$ cat config.mk
export PLATFORM = sky130hd
export DESIGN_NAME = xlg_phy_end_flat
export DESIGN_NICKNAME = d
export VERILOG_FILES = /design/src/rtl/xlg_pkg.sv /design/src/rtl/xlg_link_if.sv /design/src/rtl/xlg_phy_end.sv /design/src/flat_wrapper.sv
export SDC_FILE = /design/constraint.sdc
export NUM_CORES = 1
export LEC_CHECK = 0
export BUFFER_PORTS_ARGS = -buffer_cell sky130_fd_sc_hd__buf_2
export CELL_PAD_IN_SITES_DETAIL_PLACEMENT = 1
export CELL_PAD_IN_SITES_GLOBAL_PLACEMENT = 1
export CORE_ASPECT_RATIO = 1.4
export CORE_UTILIZATION = 46
export CTS_CLUSTER_SIZE = 25
export DETAILED_ROUTE_END_ITERATION = 10
export PLACE_DENSITY = 0.76
export SKIP_CTS_REPAIR_TIMING = 1
export SYNTH_ARGS = -nofsm -noshare
export SYNTH_HDL_FRONTEND = slang
export SYNTH_SLANG_ARGS = --single-unit
export TNS_END_PERCENT = 20
$ cat constraint.sdc
create_clock -name clk_sys -period 2.39 [get_ports clk_sys]
set_input_delay 0.3585 -clock clk_sys [delete_from_list [all_inputs] [get_ports clk_sys]]
set_output_delay 0.3585 -clock clk_sys [all_outputs]
set_load 0.1 [all_outputs]
$ cat src/rtl/xlg_pkg.sv
// Shared constants, types and lane mapping helpers for the lane gearbox
// Behaviour
// Separate transmit and receive paths, 36 pins each
// Four lanes: eight data bits, one control
// Octets fill lanes in fixed round-robin order
// Characters flow on every transfer, no gaps
// Parallel word splits into even/odd shift registers
// Even/odd streams drive DDR pins, clock forwarded
// Input pin captured both edges, even/odd split
// Input shifts on received clock into 8-bit word
// Word held on divide-by-4 clock for core
// Output shifter clocked by divided transmit clock
// Pin structure replicated for all 36 pins
// Each direction has its own clock generator
// Link clock at most 156.25 MHz, DDR
// Lane zero holds bits 7:0 and control 0
// Reset clears shifters, pins show idle character; transmit shifters load the idle pattern, receive shifters clear
package xlg_pkg;

  // ------------------------------------------------------------------
  // Geometry
  // ------------------------------------------------------------------
  localparam int XLG_LANES     = 4;
  localparam int XLG_LANE_BITS = 8;
  localparam int XLG_NDATA     = XLG_LANES * XLG_LANE_BITS;  // 32
  localparam int XLG_NCTRL     = XLG_LANES;                  // 4
  localparam int XLG_NPINS     = XLG_NDATA + XLG_NCTRL;      // 36
  localparam int XLG_XFERS     = 8;   // Bits per pin word
  localparam int XLG_HALF      = XLG_XFERS / 2;

  // ------------------------------------------------------------------
  // Timing
  // ------------------------------------------------------------------
  localparam int XLG_CLK_SYS_HZ  = 10_000_000;
  localparam int XLG_LINK_MAX_HZ = 156_250_000;
  // One link clock period spans two system cycles: high half carries
  // the even bit, low half the odd bit.
  localparam int XLG_CYC_PER_LINK = 2;
  localparam int XLG_LINK_HZ      = XLG_CLK_SYS_HZ / XLG_CYC_PER_LINK;
  localparam logic [2:0] XLG_PH_FIRST = 3'h0;
  localparam logic [2:0] XLG_PH_LAST  = 3'h7;

  // ------------------------------------------------------------------
  // Idle character
  // ------------------------------------------------------------------
  localparam logic [7:0] XLG_IDLE_BYTE = 8'h07;
  localparam logic       XLG_IDLE_CTRL = 1'b1;

  typedef logic [XLG_XFERS-1:0][XLG_NDATA-1:0] xlg_data_t;
  typedef logic [XLG_XFERS-1:0][XLG_NCTRL-1:0] xlg_ctrl_t;
  typedef logic [XLG_XFERS-1:0]                xlg_pinw_t;
  typedef logic [XLG_HALF-1:0]                 xlg_half_t;

  // Pin p < 32 is data bit p of lane p/8, else control bit p-32;
  // bit k of the pin word is transfer k
  function automatic xlg_pinw_t xlg_pin_word(input xlg_data_t d,
                                             input xlg_ctrl_t c,
                                             input int p);
    xlg_pinw_t w;
    w = '0;
    for (int k = 0; k < XLG_XFERS; k++) begin
      w[k] = (p < XLG_NDATA) ? d[k][p] : c[k][p-XLG_NDATA];
    end
    return w;
  endfunction : xlg_pin_word

  function automatic xlg_pinw_t xlg_idle_word(input int p);
    return (p < XLG_NDATA) ? {XLG_XFERS{XLG_IDLE_BYTE[p % XLG_LANE_BITS]}}
                           : {XLG_XFERS{XLG_IDLE_CTRL}};
  endfunction : xlg_idle_word

  function automatic xlg_half_t xlg_even(input xlg_pinw_t w);
    xlg_half_t h;
    h = '0;
    for (int j = 0; j < XLG_HALF; j++) begin
      h[j] = w[2*j];
    end
    return h;
  endfunction : xlg_even

  function automatic xlg_half_t xlg_odd(input xlg_pinw_t w);
    xlg_half_t h;
    h = '0;
    for (int j = 0; j < XLG_HALF; j++) begin
      h[j] = w[2*j+1];
    end
    return h;
  endfunction : xlg_odd

  function automatic xlg_pinw_t xlg_merge(input xlg_half_t e,
                                          input xlg_half_t o);
    xlg_pinw_t w;
    w = '0;
    for (int j = 0; j < XLG_HALF; j++) begin
      w[2*j]   = e[j];
      w[2*j+1] = o[j];
    end
    return w;
  endfunction : xlg_merge

endpackage : xlg_pkg

$ cat src/rtl/xlg_link_if.sv
// Pin-level link between the MAC reconciliation end and the PHY end
`timescale 1ns/1ns
interface xlg_link_if;
  // MAC to PHY direction
  logic                          mac_side_transmit_clock;
  logic                          m2p_sync;
  logic [xlg_pkg::XLG_NPINS-1:0] m2p_d;
  // PHY to MAC direction
  logic                          p2m_clk;
  logic                          p2m_sync;
  logic [xlg_pkg::XLG_NPINS-1:0] p2m_d;

  modport phy (
    input  mac_side_transmit_clock,
    input  m2p_sync,
    input  m2p_d,
    output p2m_clk,
    output p2m_sync,
    output p2m_d
  );

  modport mac (
    output mac_side_transmit_clock,
    output m2p_sync,
    output m2p_d,
    input  p2m_clk,
    input  p2m_sync,
    input  p2m_d
  );
endinterface : xlg_link_if

$ cat src/rtl/xlg_phy_end.sv
// PHY end: DDR serialiser toward the MAC and DDR deserialiser from it
`timescale 1ns/1ns
module xlg_phy_end (
  input  wire logic               clk_sys,
  input  wire logic               resetn,
  xlg_link_if.phy                 link,
  input  wire xlg_pkg::xlg_data_t out_data,
  input  wire xlg_pkg::xlg_ctrl_t out_ctrl,
  input  wire logic               out_valid,
  output logic                    out_ready,
  output xlg_pkg::xlg_data_t      in_data,
  output xlg_pkg::xlg_ctrl_t      in_ctrl,
  output logic                    in_valid,
  output logic                    in_div_clk
);

  // ------------------------------------------------------------------
  // Output clock generator (toward the MAC)
  // ------------------------------------------------------------------
  // Own phase counter for this direction; the receive path below keeps
  // a separate one locked to the MAC's clock.
  logic [2:0] tph_r;
  logic       tclk_r;
  logic       tsync_r;

  always_ff @(posedge clk_sys or negedge resetn) begin
    if (!resetn) begin
      tph_r <= xlg_pkg::XLG_PH_FIRST;
    end else begin
      tph_r <= tph_r + 3'h1;
    end
  end

  // Link clock is high while the even bit stands, low for the odd bit,
  // so the data pin changes on both of its edges.
  always_ff @(posedge clk_sys or negedge resetn) begin
    if (!resetn) begin
      tclk_r <= 1'b0;
    end else begin
      tclk_r <= ~tph_r[0];
    end
  end

  // Sync covers the first link clock period of every pin word
  always_ff @(posedge clk_sys or negedge resetn) begin
    if (!resetn) begin
      tsync_r <= 1'b0;
    end else begin
      tsync_r <= (tph_r[2:1] == 2'h0);
    end
  end

  assign link.p2m_clk  = tclk_r;
  assign link.p2m_sync = tsync_r;

  // Word is taken in the last phase; with no word offered the idle
  // character goes out so the link never gaps.
  assign out_ready = (tph_r == xlg_pkg::XLG_PH_LAST);

  // ------------------------------------------------------------------
  // Receive phase tracking (from the MAC)
  // ------------------------------------------------------------------
  logic [2:0] rph_r;
  logic [2:0] rph;
  logic       rstart;
  logic       rlock_r;
  logic       rvalid_r;
  logic       rdiv_r;
  logic       rlast;

  // Sync with the clock high marks the first even bit of a word
  assign rstart = link.m2p_sync && link.mac_side_transmit_clock;
  assign rph    = rstart ? xlg_pkg::XLG_PH_FIRST : rph_r;
  assign rlast  = (rph == xlg_pkg::XLG_PH_LAST);

  // Phase restarts on every sync so a slipped word realigns
  always_ff @(posedge clk_sys or negedge resetn) begin
    if (!resetn) begin
      rph_r <= xlg_pkg::XLG_PH_FIRST;
    end else begin
      rph_r <= rph + 3'h1;
    end
  end

  // Words before the first sync are partial and are not reported
  always_ff @(posedge clk_sys or negedge resetn) begin
    if (!resetn) begin
      rlock_r <= 1'b0;
    end else if (rstart) begin
      rlock_r <= 1'b1;
    end
  end

  // Valid pulses once per assembled word, only after lock
  always_ff @(posedge clk_sys or negedge resetn) begin
    if (!resetn) begin
      rvalid_r <= 1'b0;
    end else begin
      rvalid_r <= rlast && rlock_r;
    end
  end

  // Divided clock rises with each new word and stays high four cycles
  always_ff @(posedge clk_sys or negedge resetn) begin
    if (!resetn) begin
      rdiv_r <= 1'b0;
    end else begin
      rdiv_r <= rlast || (rph < 3'h3);
    end
  end

  assign in_valid   = rvalid_r;
  assign in_div_clk = rdiv_r;

  // ------------------------------------------------------------------
  // Per-pin serialiser and deserialiser
  // ------------------------------------------------------------------
  for (genvar p = 0; p < xlg_pkg::XLG_NPINS; p++) begin : g_pin
    // Idle pattern this pin shows in reset and in unoffered slots
    localparam xlg_pkg::xlg_pinw_t IW = xlg_pkg::xlg_idle_word(p);
    xlg_pkg::xlg_pinw_t w;
    xlg_pkg::xlg_half_t we;
    xlg_pkg::xlg_half_t wo;
    xlg_pkg::xlg_half_t se_r;
    xlg_pkg::xlg_half_t so_r;
    logic               pin_r;
    xlg_pkg::xlg_half_t re_r;
    xlg_pkg::xlg_half_t ro_r;
    xlg_pkg::xlg_half_t ro_last;
    xlg_pkg::xlg_pinw_t hold_r;

    assign w = out_valid ? xlg_pkg::xlg_pin_word(out_data, out_ctrl, p)
                         : IW;

    // Even transfers feed one shifter, odd transfers the other
    for (genvar j = 0; j < xlg_pkg::XLG_HALF; j++) begin : g_split
      assign we[j] = w[2*j];
      assign wo[j] = w[2*j+1];
    end

    // Shifters load in the last phase and move on odd phases 1, 3 and 5
    always_ff @(posedge clk_sys or negedge resetn) begin
      if (!resetn) begin
        se_r <= xlg_pkg::xlg_even(IW);
      end else if (tph_r == xlg_pkg::XLG_PH_LAST) begin
        se_r <= we;
      end else if (tph_r[0]) begin
        se_r <= {1'b0, se_r[xlg_pkg::XLG_HALF-1:1]};
      end
    end

    always_ff @(posedge clk_sys or negedge resetn) begin
      if (!resetn) begin
        so_r <= xlg_pkg::xlg_odd(IW);
      end else if (tph_r == xlg_pkg::XLG_PH_LAST) begin
        so_r <= wo;
      end else if (tph_r[0]) begin
        so_r <= {1'b0, so_r[xlg_pkg::XLG_HALF-1:1]};
      end
    end

    // DDR output stage: even bit in the high half, odd in the low half
    always_ff @(posedge clk_sys or negedge resetn) begin
      if (!resetn) begin
        pin_r <= IW[0];
      end else begin
        pin_r <= tph_r[0] ? so_r[0] : se_r[0];
      end
    end

    assign link.p2m_d[p] = pin_r;

    // Capture steered by the received clock level
    always_ff @(posedge clk_sys or negedge resetn) begin
      if (!resetn) begin
        re_r <= '0;
      end else if (link.mac_side_transmit_clock) begin
        re_r <= {link.m2p_d[p], re_r[xlg_pkg::XLG_HALF-1:1]};
      end
    end

    // Odd transfers arrive while the received clock is low
    always_ff @(posedge clk_sys or negedge resetn) begin
      if (!resetn) begin
        ro_r <= '0;
      end else if (!link.mac_side_transmit_clock) begin
        ro_r <= {link.m2p_d[p], ro_r[xlg_pkg::XLG_HALF-1:1]};
      end
    end

    // Last odd bit goes straight into the holding register
    assign ro_last = {link.m2p_d[p], ro_r[xlg_pkg::XLG_HALF-1:1]};

    always_ff @(posedge clk_sys or negedge resetn) begin
      if (!resetn) begin
        hold_r <= '0;
      end else if (rlast) begin
        hold_r <= xlg_pkg::xlg_merge(re_r, ro_last);
      end
    end

    for (genvar k = 0; k < xlg_pkg::XLG_XFERS; k++) begin : g_xfer
      if (p < xlg_pkg::XLG_NDATA) begin : g_d
        assign in_data[k][p] = hold_r[k];
      end else begin : g_c
        assign in_ctrl[k][p-xlg_pkg::XLG_NDATA] = hold_r[k];
      end
    end
  end

endmodule : xlg_phy_end

$ cat src/flat_wrapper.sv
// flat-port wrapper written by rule: the top's interface ports become plain ports
module xlg_phy_end_flat 
  (clk_sys, resetn, out_data, out_ctrl, out_valid, out_ready, in_data, in_ctrl, in_valid, in_div_clk, link_mac_side_transmit_clock, link_m2p_sync, link_m2p_d, link_p2m_clk, link_p2m_sync, link_p2m_d);
  xlg_link_if link_i ();
  input  wire logic clk_sys;
  input  wire logic resetn;
  input  wire xlg_pkg::xlg_data_t out_data;
  input  wire xlg_pkg::xlg_ctrl_t out_ctrl;
  input  wire logic out_valid;
  output logic out_ready;
  output xlg_pkg::xlg_data_t in_data;
  output xlg_pkg::xlg_ctrl_t in_ctrl;
  output logic in_valid;
  output logic in_div_clk;
  input wire logic [$bits(link_i.mac_side_transmit_clock)-1:0] link_mac_side_transmit_clock;
  input wire logic [$bits(link_i.m2p_sync)-1:0] link_m2p_sync;
  input wire logic [$bits(link_i.m2p_d)-1:0] link_m2p_d;
  output wire logic [$bits(link_i.p2m_clk)-1:0] link_p2m_clk;
  output wire logic [$bits(link_i.p2m_sync)-1:0] link_p2m_sync;
  output wire logic [$bits(link_i.p2m_d)-1:0] link_p2m_d;
  assign link_i.mac_side_transmit_clock = link_mac_side_transmit_clock;
  assign link_i.m2p_sync = link_m2p_sync;
  assign link_i.m2p_d = link_m2p_d;
  assign link_p2m_clk = link_i.p2m_clk;
  assign link_p2m_sync = link_i.p2m_sync;
  assign link_p2m_d = link_i.p2m_d;
  xlg_phy_end u_core (.clk_sys(clk_sys), .resetn(resetn), .link(link_i), .out_data(out_data), .out_ctrl(out_ctrl), .out_valid(out_valid), .out_ready(out_ready), .in_data(in_data), .in_ctrl(in_ctrl), .in_valid(in_valid), .in_div_clk(in_div_clk));
endmodule
==> out/results.tsv, run 1 <==
stage	metric	value	unit
flow_run	max_cap_viol_count	0	
floorplan	core	76270	um^2
timing	setup_viol	0	
timing	fmax	428.7	MHz
cells_and_area	layout.cells.non_filler	4179	
grt	grt_pass1_wl	147500	um
floorplan	start_util	46.41	%
logic_synthesis	yosysTopAreaCell	dfrtp_1	
setup_path	worstSetupPathType	reg2out	
floorplan	die_h	330.2	um
placement	placed_cells	3702	
cts	tritoncts	built	
cts	path_clk_slew	0.06	ns
cts	worst_skew_pair.late_latency	0.65	ns
timing	post-route-min-period	2.333	ns
power	p_leak	21.80	nW
grt	grt_max_degree	146	
logic_synthesis	async_reset_ff_share	100.0	%
routing	wl_met3	9260	um
cells_and_area	fin_nets	3454	
cts	htree_levels	3	
setup_path	worstPathArrival	1.97	ns
cells_and_area	synthToLayoutAreaGrowth	28.26	%
logic_synthesis	synth_most_common_cell	dfrtp_1	
timing	hold_viol	0	
routing	drc_errors	0	
routing	wl_met2	56540	um
setup_path	setup.worst_path.start_class	flop	
setup_path	worstPathMaxFanout	29	
cts	max-clock-path-buffers	3	
cts	cts.sinks	874	
logic_synthesis	ys_ff_latch	874	
logic_synthesis	ys.flop_type	dfrtp_1	
cells_and_area	drive_gt1_share	51.19	%
floorplan	num_io_pins	658	
logic_synthesis	synth-edff-count	0	
floorplan	rows	120	
routing	wl	112800	um
logic_synthesis	synth_cell_types	26	
routing	drt_iter0_drc	1275	
logic_synthesis	synthesis.area	35400	um^2
routing	vias_per_cell	5.552	
placement	post-dp-hpwl	66050	um
grt	grt_pass1_vias	24030	
power	p_per_area	1352	nW/um^2
placement	io_buffers	657	
routing	ant_nets	0	
setup_path	cp.required	2.03	ns
timing	finalMaxSlewViolations	0	
logic_synthesis	synth_top_cells_by_count	dfrtp_1 (730), mux2_2 (576), mux2i_1 (216)	
logic_synthesis	yosysWarnings	0	
grt	grt_usage	24.68	%
setup_path	critPathCaptureType	output pin	
routing	wl_per_cell	26.98	um
logic_synthesis	avgSynthCellArea	16.08	um^2
routing	vias	23200	
routing	firstDrtPassIters	5	
logic_synthesis	synth_top_area_share	51.60	%
power	vdd_drop_max	0.001782	V
setup_path	r2r_setup_slack	0.15	ns
timing	maxSlewHeadroom	25.30	%
floorplan	die-area	78090	um^2
cts	cts_buffers	85	
hold_path	hp-class	in2reg	
timing	fin_skew	0.03755	ns
routing	dr.max_layer_used	met5	
logic_synthesis	seq_area_frac_synth	62.29	%
outcome	outcome	complete, no violations	
timing	tightest_slew	1.121	ns
timing	fin_crit_sh	97.61	%
timing	finalSetupTns	0	ns
placement	gp_congestion	0.8212	
grt	overflow	0	
logic_synthesis	synthesis.nets	2534	
cts	cts-root-buf	clkbuf_16	
logic_synthesis	syn_inst	2201	
logic_synthesis	ys_top_cells_by_area	dfrtp_1 (52%), mux2_2 (18%), dfstp_2 (11%), mux2i_1 (6.1%), a2bb2oi_1 (3.1%)	
grt	antenna_found_initial	14	
cells_and_area	n_fill_cell	7208	
floorplan	die_width	236.5	um
routing	wl_met1	42520	um
## layer usage
metal	vias up	global-route usage, %
met3	243	9.836
met4	6	8.766
met5	-	0
li1	9889	-
met2	889	41.29
met1	12170	28.67
## worst paths after layout
check	startpoint	end	cells after the start
max	u_core.tph_r[0]	out_ready	4
min	link_m2p_d[3]	u_core.g_pin[3].hold_r[7]	2
max reg2reg	u_core.tph_r[0]	u_core.g_pin[19].se_r[2]	5
min reg2reg	u_core.rph_r[0]	u_core.rph_r[0]	1
max in group asynchronous	resetn	u_core.g_pin[1].se_r[2]	4
min in group asynchronous	resetn	u_core.g_pin[19].so_r[3]	2
## flip-flops by register name, summed over array words and instances (netlist names)
register,cells
u_core.g_pin.ro_r,108
u_core.rlock_r,1
u_core.g_pin.pin_r,36
u_core.tph_r,3
u_core.g_pin.re_r,144
u_core.link.p2m_sync,1
u_core.rph_r,3
u_core.g_pin.se_r,144
u_core.in_valid,1
u_core.in_div_clk,1
u_core.g_pin.so_r,144
u_core.g_pin.hold_r,288
## placed cells by master, fill, tap and decap left out
cell type,count
dfrtp_1,729
buf_2,653
mux2_2,576
dlygate4sd3_1,308
mux2i_1,216
dfstp_2,144
a2bb2oi_1,127
clkbuf_16,88
o2bb2ai_1,70
o2bb2ai_2,50
a32o_1,40
buf_12,35
nand2b_1,33
buf_4,28
clkbuf_8,24
clkbuf_1,19
clkinv_2,15
diode_2,13
and2_1,4
clkinvlp_4,3
bufinv_16,3
nand2_1,2
and3b_1,2
ha_1,2
ha_4,2
buf_8,2
buf_16,2
inv_1,1
nor2_1,1
nor2b_1,1
o21ai_0,1
and2_4,1
nand2_4,1
inv_4,1
a21oi_1,1
inv_6,1
clkinv_8,1
inv_16,1
clkinv_4,1
dfrtp_4,1
## cells by family after synthesis
| group | synth area share [%] |
|---|---|
| and+or+nand+nor | 0.7882 |
| buffers and inverters | 4.199 |
| AOI/OAI and AO/OA | 8.154 |
| adders and majority gates | 0.1414 |
| DFF | 62.29 |
| muxes | 24.43 |
## stage by stage
step           utilization [%]  total power [mW]  hold slack, ns  setup slack, ns  area [um^2]
3_5_place_dp             51.68             47.03          0.3338           0.1385        39420
6_report                 59.53             61.39         0.01507          0.05717        45410
4_1_cts                  55.41             61.08         -0.3447         -0.09504        42260
5_1_grt                  59.52             63.25       0.0005974         -0.01376        45400
3_3_place_gp             51.68             46.41          0.3362           0.1836        39420
2_1_floorplan                -             41.45         0.06291           0.1600        35420
## critical path: stages, from the launching register on
cell and delay (ns):
dfrtp_4 0.52, ha_1 0.25, ha_4 0.21, buf_12 0.18, buf_12 0.18
## power breakdown
group / internal, mW / switching, mW
registers: 18.3 / 2.17
logic: 5.03 / 22.0
clock network: 7.86 / 6.03
## final cells by class
class	count	area, um^2	area share, %
Antenna cell	13	32.53	0.07164
Inverter	2	10.01	0.02204
Multi-Input combinational cell	1130	11900	26.20
Tap cell	976	1221	2.689
Clock buffer	131	2604	5.734
Clock inverter	25	241.5	0.5318
Timing Repair Buffer	1028	7347	16.18
Sequential cell	874	22050	48.57
Power figures use the tool's default switching activity.
==> run 2, diff against run 1 <==
--- a/config.mk
+++ b/config.mk
@@ -13,6 +13,7 @@
 export CTS_CLUSTER_SIZE = 25
 export DETAILED_ROUTE_END_ITERATION = 10
 export PLACE_DENSITY = 0.76
+export RECOVER_POWER = 100
 export SKIP_CTS_REPAIR_TIMING = 1
 export SYNTH_ARGS = -nofsm -noshare
 export SYNTH_HDL_FRONTEND = slang
==> run 2 against run 1 <==
Critical endpoint unchanged. Via count rose by 0.24%. Non-clock buffer count did not move. Sequential share of layout area rose by 0.18 points. Setup slack improved by 0.0028 ns. Flip-flop and latch count did not move. Worst hold slack improved by 0.0046 ns. Die area did not move. Critical path type unchanged. Cell area fell by 0.37%. The flow now finishes with violations (max-capacitance violations, max-slew violations). Core utilization fell by 0.22 points.
==> out/results.tsv, run 2 (synthesized netlist as in run 1, its figures left out) <==
stage	metric	value	unit	change
grt	overflow	0		unchanged
power	vdd_drop_max	0.001782	V	about the same
placement	io_buffers	657		unchanged
cts	max-clock-path-buffers	3		unchanged
floorplan	rows	120		unchanged
cts	htree_levels	3		unchanged
timing	fin_crit_sh	97.49	%	-0.12 points
routing	drc_errors	0		unchanged
grt	antenna_found_initial	14		unchanged
power	p_leak	21.72	nW	-0.41%
setup_path	r2r_setup_slack	0.13	ns	-0.02 ns
grt	grt_pass1_vias	24030		unchanged
floorplan	die_width	236.5	um	unchanged
timing	post-route-min-period	2.330	ns	-0.002766 ns
placement	post-dp-hpwl	66050	um	unchanged
timing	fmax	429.2	MHz	+0.12%
floorplan	core	76270	um^2	unchanged
cells_and_area	fin_nets	3454		unchanged
hold_path	hold_depth	2		unchanged
cts	tritoncts	built		
setup_path	worstPathMaxFanout	29		unchanged
cells_and_area	register_area	22050	um^2	unchanged
timing	maxSlewHeadroom	-9.836	%	-35 points
cells_and_area	layout.cells.non_filler	4182		+0.072%
floorplan	die_h	330.2	um	unchanged
cells_and_area	final_common_cell	dfrtp_1		
timing	hold_viol	0		unchanged
routing	drt_iter0_drc	1332		+4.5%
setup_path	worstSetupPathType	reg2out		
timing	finalSetupTns	0	ns	unchanged
power	p_per_area	1356	nW/um^2	+0.31%
setup_path	critPathCaptureType	output pin		
timing	fin_hold_ws	0.01968	ns	+0.004608 ns
setup_path	setup.worst_path.start_class	flop		
cells_and_area	layout.cells.most_common_list	dfrtp_1 (729), buf_2 (654), mux2_2 (574)		
flow_run	max_cap_viol_count	2		+2
setup_path	reg2reg_to	u_core.g_pin[19].se_r[2]		
routing	wl_per_cell	26.96	um	about the same
cells_and_area	synthToLayoutAreaGrowth	27.79	%	
cts	path_clk_slew	0.06	ns	about the same
outcome	outcome	finished with violations		
grt	grt_max_degree	146		unchanged
cts	cts_buffers	85		unchanged
cells_and_area	n_fill_cell	7227		+0.26%
timing	finalMaxSlewViolations	149		+149
routing	vias_per_cell	5.561		+0.17%
setup_path	rr_worst_depth	5		unchanged
hold_path	min-delay-start	link_m2p_d[20]		
cts	cts.sinks	874		unchanged
timing	setup_viol	0		unchanged
placement	placed_cells	3702		unchanged
setup_path	r2r-start	u_core.tph_r[0]		
grt	grt_pass1_wl	147500	um	unchanged
floorplan	num_io_pins	658		unchanged
cells_and_area	top_register	u_core.g_pin.hold_r		
routing	firstDrtPassIters	5		unchanged
routing	ant_nets	0		unchanged
routing	wl	112800	um	about the same
setup_path	cp.required	2.03	ns	about the same
cells_and_area	drive_gt1_share	50.75	%	-0.44 points
cts	worst_skew_pair.late_latency	0.65	ns	about the same
outcome	violations	max-capacitance violations, max-slew violations		
setup_path	worstPathArrival	1.97	ns	about the same
routing	vias	23260		+0.24%
hold_path	hold_path_end	u_core.g_pin[20].ro_r[3]		
timing	tightest_slew	1.648	ns	+0.5270 ns
timing	fin_skew	0.03510	ns	-0.002453 ns
cells_and_area	largest_reg_flops	288		unchanged
power	power	61.36	mW	about the same
cells_and_area	multi_input_area	11890	um^2	about the same
floorplan	start_util	46.41	%	unchanged
grt	grt_usage	24.68	%	unchanged
hold_path	hp-class	in2reg		
floorplan	die-area	78090	um^2	unchanged
placement	gp_congestion	0.8212		unchanged
cts	cts-root-buf	clkbuf_16		
[run 2: report_power, final]
group | internal, mW | switching, mW
registers | 18.3 | 2.17
logic | 5.00 | 22.0
clock network | 7.86 | 6.03
total | 31.1 | 30.2
[run 2: how the worst max path moves through the flow]
stage                                       startpoint                        end  slack, ns
after floorplan                        u_core.tph_r[0]   u_core.g_pin[13].se_r[0]       0.16
after global placement    link_mac_side_transmit_clock  u_core.g_pin[8].hold_r[4]       0.18
after detailed placement  link_mac_side_transmit_clock  u_core.g_pin[8].hold_r[3]       0.14
after CTS                              u_core.tph_r[0]                  out_ready       -0.1
after global routing                   u_core.tph_r[0]               link_p2m_clk     -0.008
final                                  u_core.tph_r[0]                  out_ready       0.06
[run 2: layout make-up]
type	count	area share, %
multi-input combinational	1130	26.27
antenna	16	0.08850
inverter	2	0.02213
timing repair buffer	1028	15.88
sequential	874	48.75
tap	976	2.699
clock inverter	25	0.5338
clock buffer	131	5.755
[run 2: routing by layer]
layer	vias to the layer above	routed length, um	track usage (%)
met4	8	4491	8.766
met5	-	51	0
li1	9875	-	-
met2	889	56710	41.29
met3	225	9279	9.836
met1	12260	42230	28.67
[run 2: worst max-delay path: stages (launching register included)]
cell and delay [ns]:
dfrtp_4 0.52, ha_1 0.25, ha_4 0.21, buf_12 0.18, buf_12 0.18
[run 2: stage by stage]
step                      util (%)  area (um^2)  setup slack [ns]
final                        59.31        45240           0.05994
after global routing         59.29        45230         -0.007547
after CTS                    55.41        42260          -0.09504
after detailed placement     51.68        39420            0.1385
after global placement       51.68        39420            0.1836
after floorplan                  -        35420            0.1600
==> run 3, diff against run 2 <==
--- a/config.mk
+++ b/config.mk
@@ -15,6 +15,7 @@
 export PLACE_DENSITY = 0.76
 export RECOVER_POWER = 100
 export SKIP_CTS_REPAIR_TIMING = 1
+export SLEW_MARGIN = 20
 export SYNTH_ARGS = -nofsm -noshare
 export SYNTH_HDL_FRONTEND = slang
 export SYNTH_SLANG_ARGS = --single-unit
==> constraint.sdc (replaced) <==
create_clock -name clk_sys -period 2.39 [get_ports clk_sys]
set_input_delay 0.3585 -clock clk_sys [delete_from_list [all_inputs] [get_ports clk_sys]]
set_output_delay 0.3585 -clock clk_sys [all_outputs]
set_load 0.01 [all_outputs]
==> run 3 against run 2 <==
The flow still finishes with violations (max-capacitance violations, max-slew violations). Largest cell class unchanged. Via count decreased by 0.25%. Wire length down 1.6%. Critical path depth is 2 higher. Global-route usage is 0.27 points lower.
==> out/results.tsv, run 3 (synthesized netlist as in run 1, its figures left out) <==
stage	metric	value	unit	change
cts	htree_levels	3		unchanged
cells_and_area	final_common_cell	dfrtp_1		
timing	post-route-min-period	2.308	ns	-0.02210 ns
cts	cts_buffers	85		unchanged
grt	grt_busiest_layer	met2		
setup_path	startpoint	u_core.tph_r[0]		
setup_path	worstPathArrival	2.87	ns	+0.90 ns
floorplan	die_h	330.2	um	unchanged
timing	finalSetupTns	0	ns	unchanged
timing	finalMaxSlewViolations	46		-69%
routing	firstDrtPassIters	7		+2
routing	drt_iter0_drc	1411		+5.9%
floorplan	rows	120		unchanged
cts	path_clk_slew	0.07	ns	about the same
power	p_per_area	985.5	nW/um^2	-27%
routing	ant_nets	0		unchanged
cells_and_area	synthToLayoutAreaGrowth	25.32	%	
routing	drc_errors	0		unchanged
floorplan	core	76270	um^2	unchanged
grt	grt_pass1_wl	146000	um	-1.0%
setup_path	cpMaxStageDelayCell	nand2_2		
timing	setup_viol	0		unchanged
routing	vias	23200		-0.25%
grt	antenna_found_initial	11		-3
cells_and_area	layout.cells.most_common_list	dfrtp_1 (729), mux2_2 (567), clkbuf_1 (362)		
hold_path	min-delay-start	link_m2p_d[33]		
timing	fmax	433.3	MHz	+0.96%
power	p_leak	20.53	nW	-5.5%
floorplan	num_io_pins	658		unchanged
cts	worst_skew_pair.late_latency	0.65	ns	about the same
grt	grt_usage	24.41	%	-0.27 points
setup_path	setup.worst_path.start_class	flop		
setup_path	path_buf_inv	2		unchanged
timing	fin_skew	0.02749	ns	-0.007610 ns
flow_run	max_cap_viol_count	1		-1
grt	overflow	0		unchanged
timing	maxSlewHeadroom	-9.444	%	+0.39 points
grt	grt_pass1_vias	23630		-1.6%
placement	io_buffers	657		unchanged
routing	wl_per_cell	26.55	um	-1.5%
cells_and_area	drive_gt1_share	38.98	%	-12 points
routing	wl	111000	um	-1.6%
cts	cts-root-buf	clkbuf_16		
setup_path	worstSetupPathType	reg2reg		
timing	fin_hold_ws	0.01220	ns	-0.007473 ns
grt	grt_use_met1	28.78	%	+0.11 points
setup_path	r2r-start	u_core.tph_r[0]		
outcome	violations	max-capacitance violations, max-slew violations		
routing	vias_per_cell	5.549		-0.22%
setup_path	crit_chain	ha_1 > ha_4 > buf_4 > nand2_2 > buf_12 > a2bb2oi_1		
cts	max-clock-path-buffers	3		unchanged
timing	fin_crit_sh	96.57	%	-0.92 points
setup_path	cp.required	2.95	ns	+0.92 ns
floorplan	die-area	78090	um^2	unchanged
power	vdd_drop_max	0.0009954	V	-44%
timing	tightest_slew	1.642	ns	-0.005883 ns
cells_and_area	top_register	u_core.g_pin.hold_r		
cells_and_area	fin_nets	3454		unchanged
outcome	outcome	finished with violations		
setup_path	crit_family	buffers and inverters		
timing	rsz0062_at_grt	false		
cts	tritoncts	built		
grt	met3_usage	9.510	%	-0.33 points
grt	grt_max_degree	157		+7.5%
cts	cts.sinks	874		unchanged
floorplan	start_util	46.41	%	unchanged
floorplan	die_width	236.5	um	unchanged
cells_and_area	largest_reg_flops	288		unchanged
setup_path	max_stage_delay	0.49	ns	-0.03 ns
timing	hold_viol	0		unchanged
placement	post-dp-hpwl	66380	um	+0.50%
hold_path	hp-class	in2reg		
placement	gp_congestion	0.8271		+0.72%
setup_path	critPathCaptureType	flop		
grt	grt.met2_usage	40.74	%	-0.56 points
setup_path	worstPathMaxFanout	41		+41%
[run 3: worst paths after layout]
kind / slack, ns / depth (start not counted) / end
min in group asynchronous: 0.71 / 2 / u_core.g_pin[16].re_r[0]
worst min-delay path: 0.01 / 2 / u_core.g_pin[33].ro_r[3]
max in group asynchronous: 0.28 / 4 / u_core.g_pin[30].ro_r[3]
worst min register to register: 0.46 / 1 / u_core.rph_r[0]
worst max register to register: 0.08 / 6 / u_core.g_pin[2].se_r[1]
worst max-delay path: 0.08 / 6 / u_core.g_pin[2].se_r[1]
[run 3: routing by layer]
metal,part of all wire (%),up-vias,wire length (um)
li1,-,9875,-
met4,3.5,8,3873
met2,50,900,55230
met3,8.4,212,9352
met1,38,12210,42470
met5,0.055,-,61
[run 3: cell type report]
cell class	instances	area [um^2]
Sequential cell	874	22050
Timing Repair Buffer	1028	6555
Clock buffer	130	2537
Multi-Input combinational cell	1130	11620
Antenna cell	14	35.03
Inverter	2	10.01
Clock inverter	27	326.6
Fill cell	7426	31910
Tap cell	976	1221
[run 3: power breakdown]
group / total, mW / internal (mW) / switching, mW
Combinational: 9.32 / 4.27 / 5.05
Clock: 13.9 / 7.84 / 6.09
Sequential: 20.5 / 18.3 / 2.20
Total: 43.7 / 30.4 / 13.3
[run 3: stage by stage]
stage               setup slack (ns)  total power, mW  instance area, um^2  std cells  util, %
floorplan                     0.2489            24.88                35400       2201        -
global placement            -0.01339            29.55                39380       3704    51.63
detailed placement           -0.1087            30.15                39380       3704    51.63
CTS                          -0.1974            44.20                42240       3861    55.38
global route                 0.01313            45.57                44340       4170    58.13
finish                       0.08204            43.72                44370       4181    58.17
[run 3: worst register-to-register path, cell delays in order (launching register included)]
cell and delay [ns]:
dfrtp_4 0.48, ha_1 0.25, ha_4 0.20, buf_4 0.20, nand2_2 0.50, buf_12 0.32, a2bb2oi_1 0.30
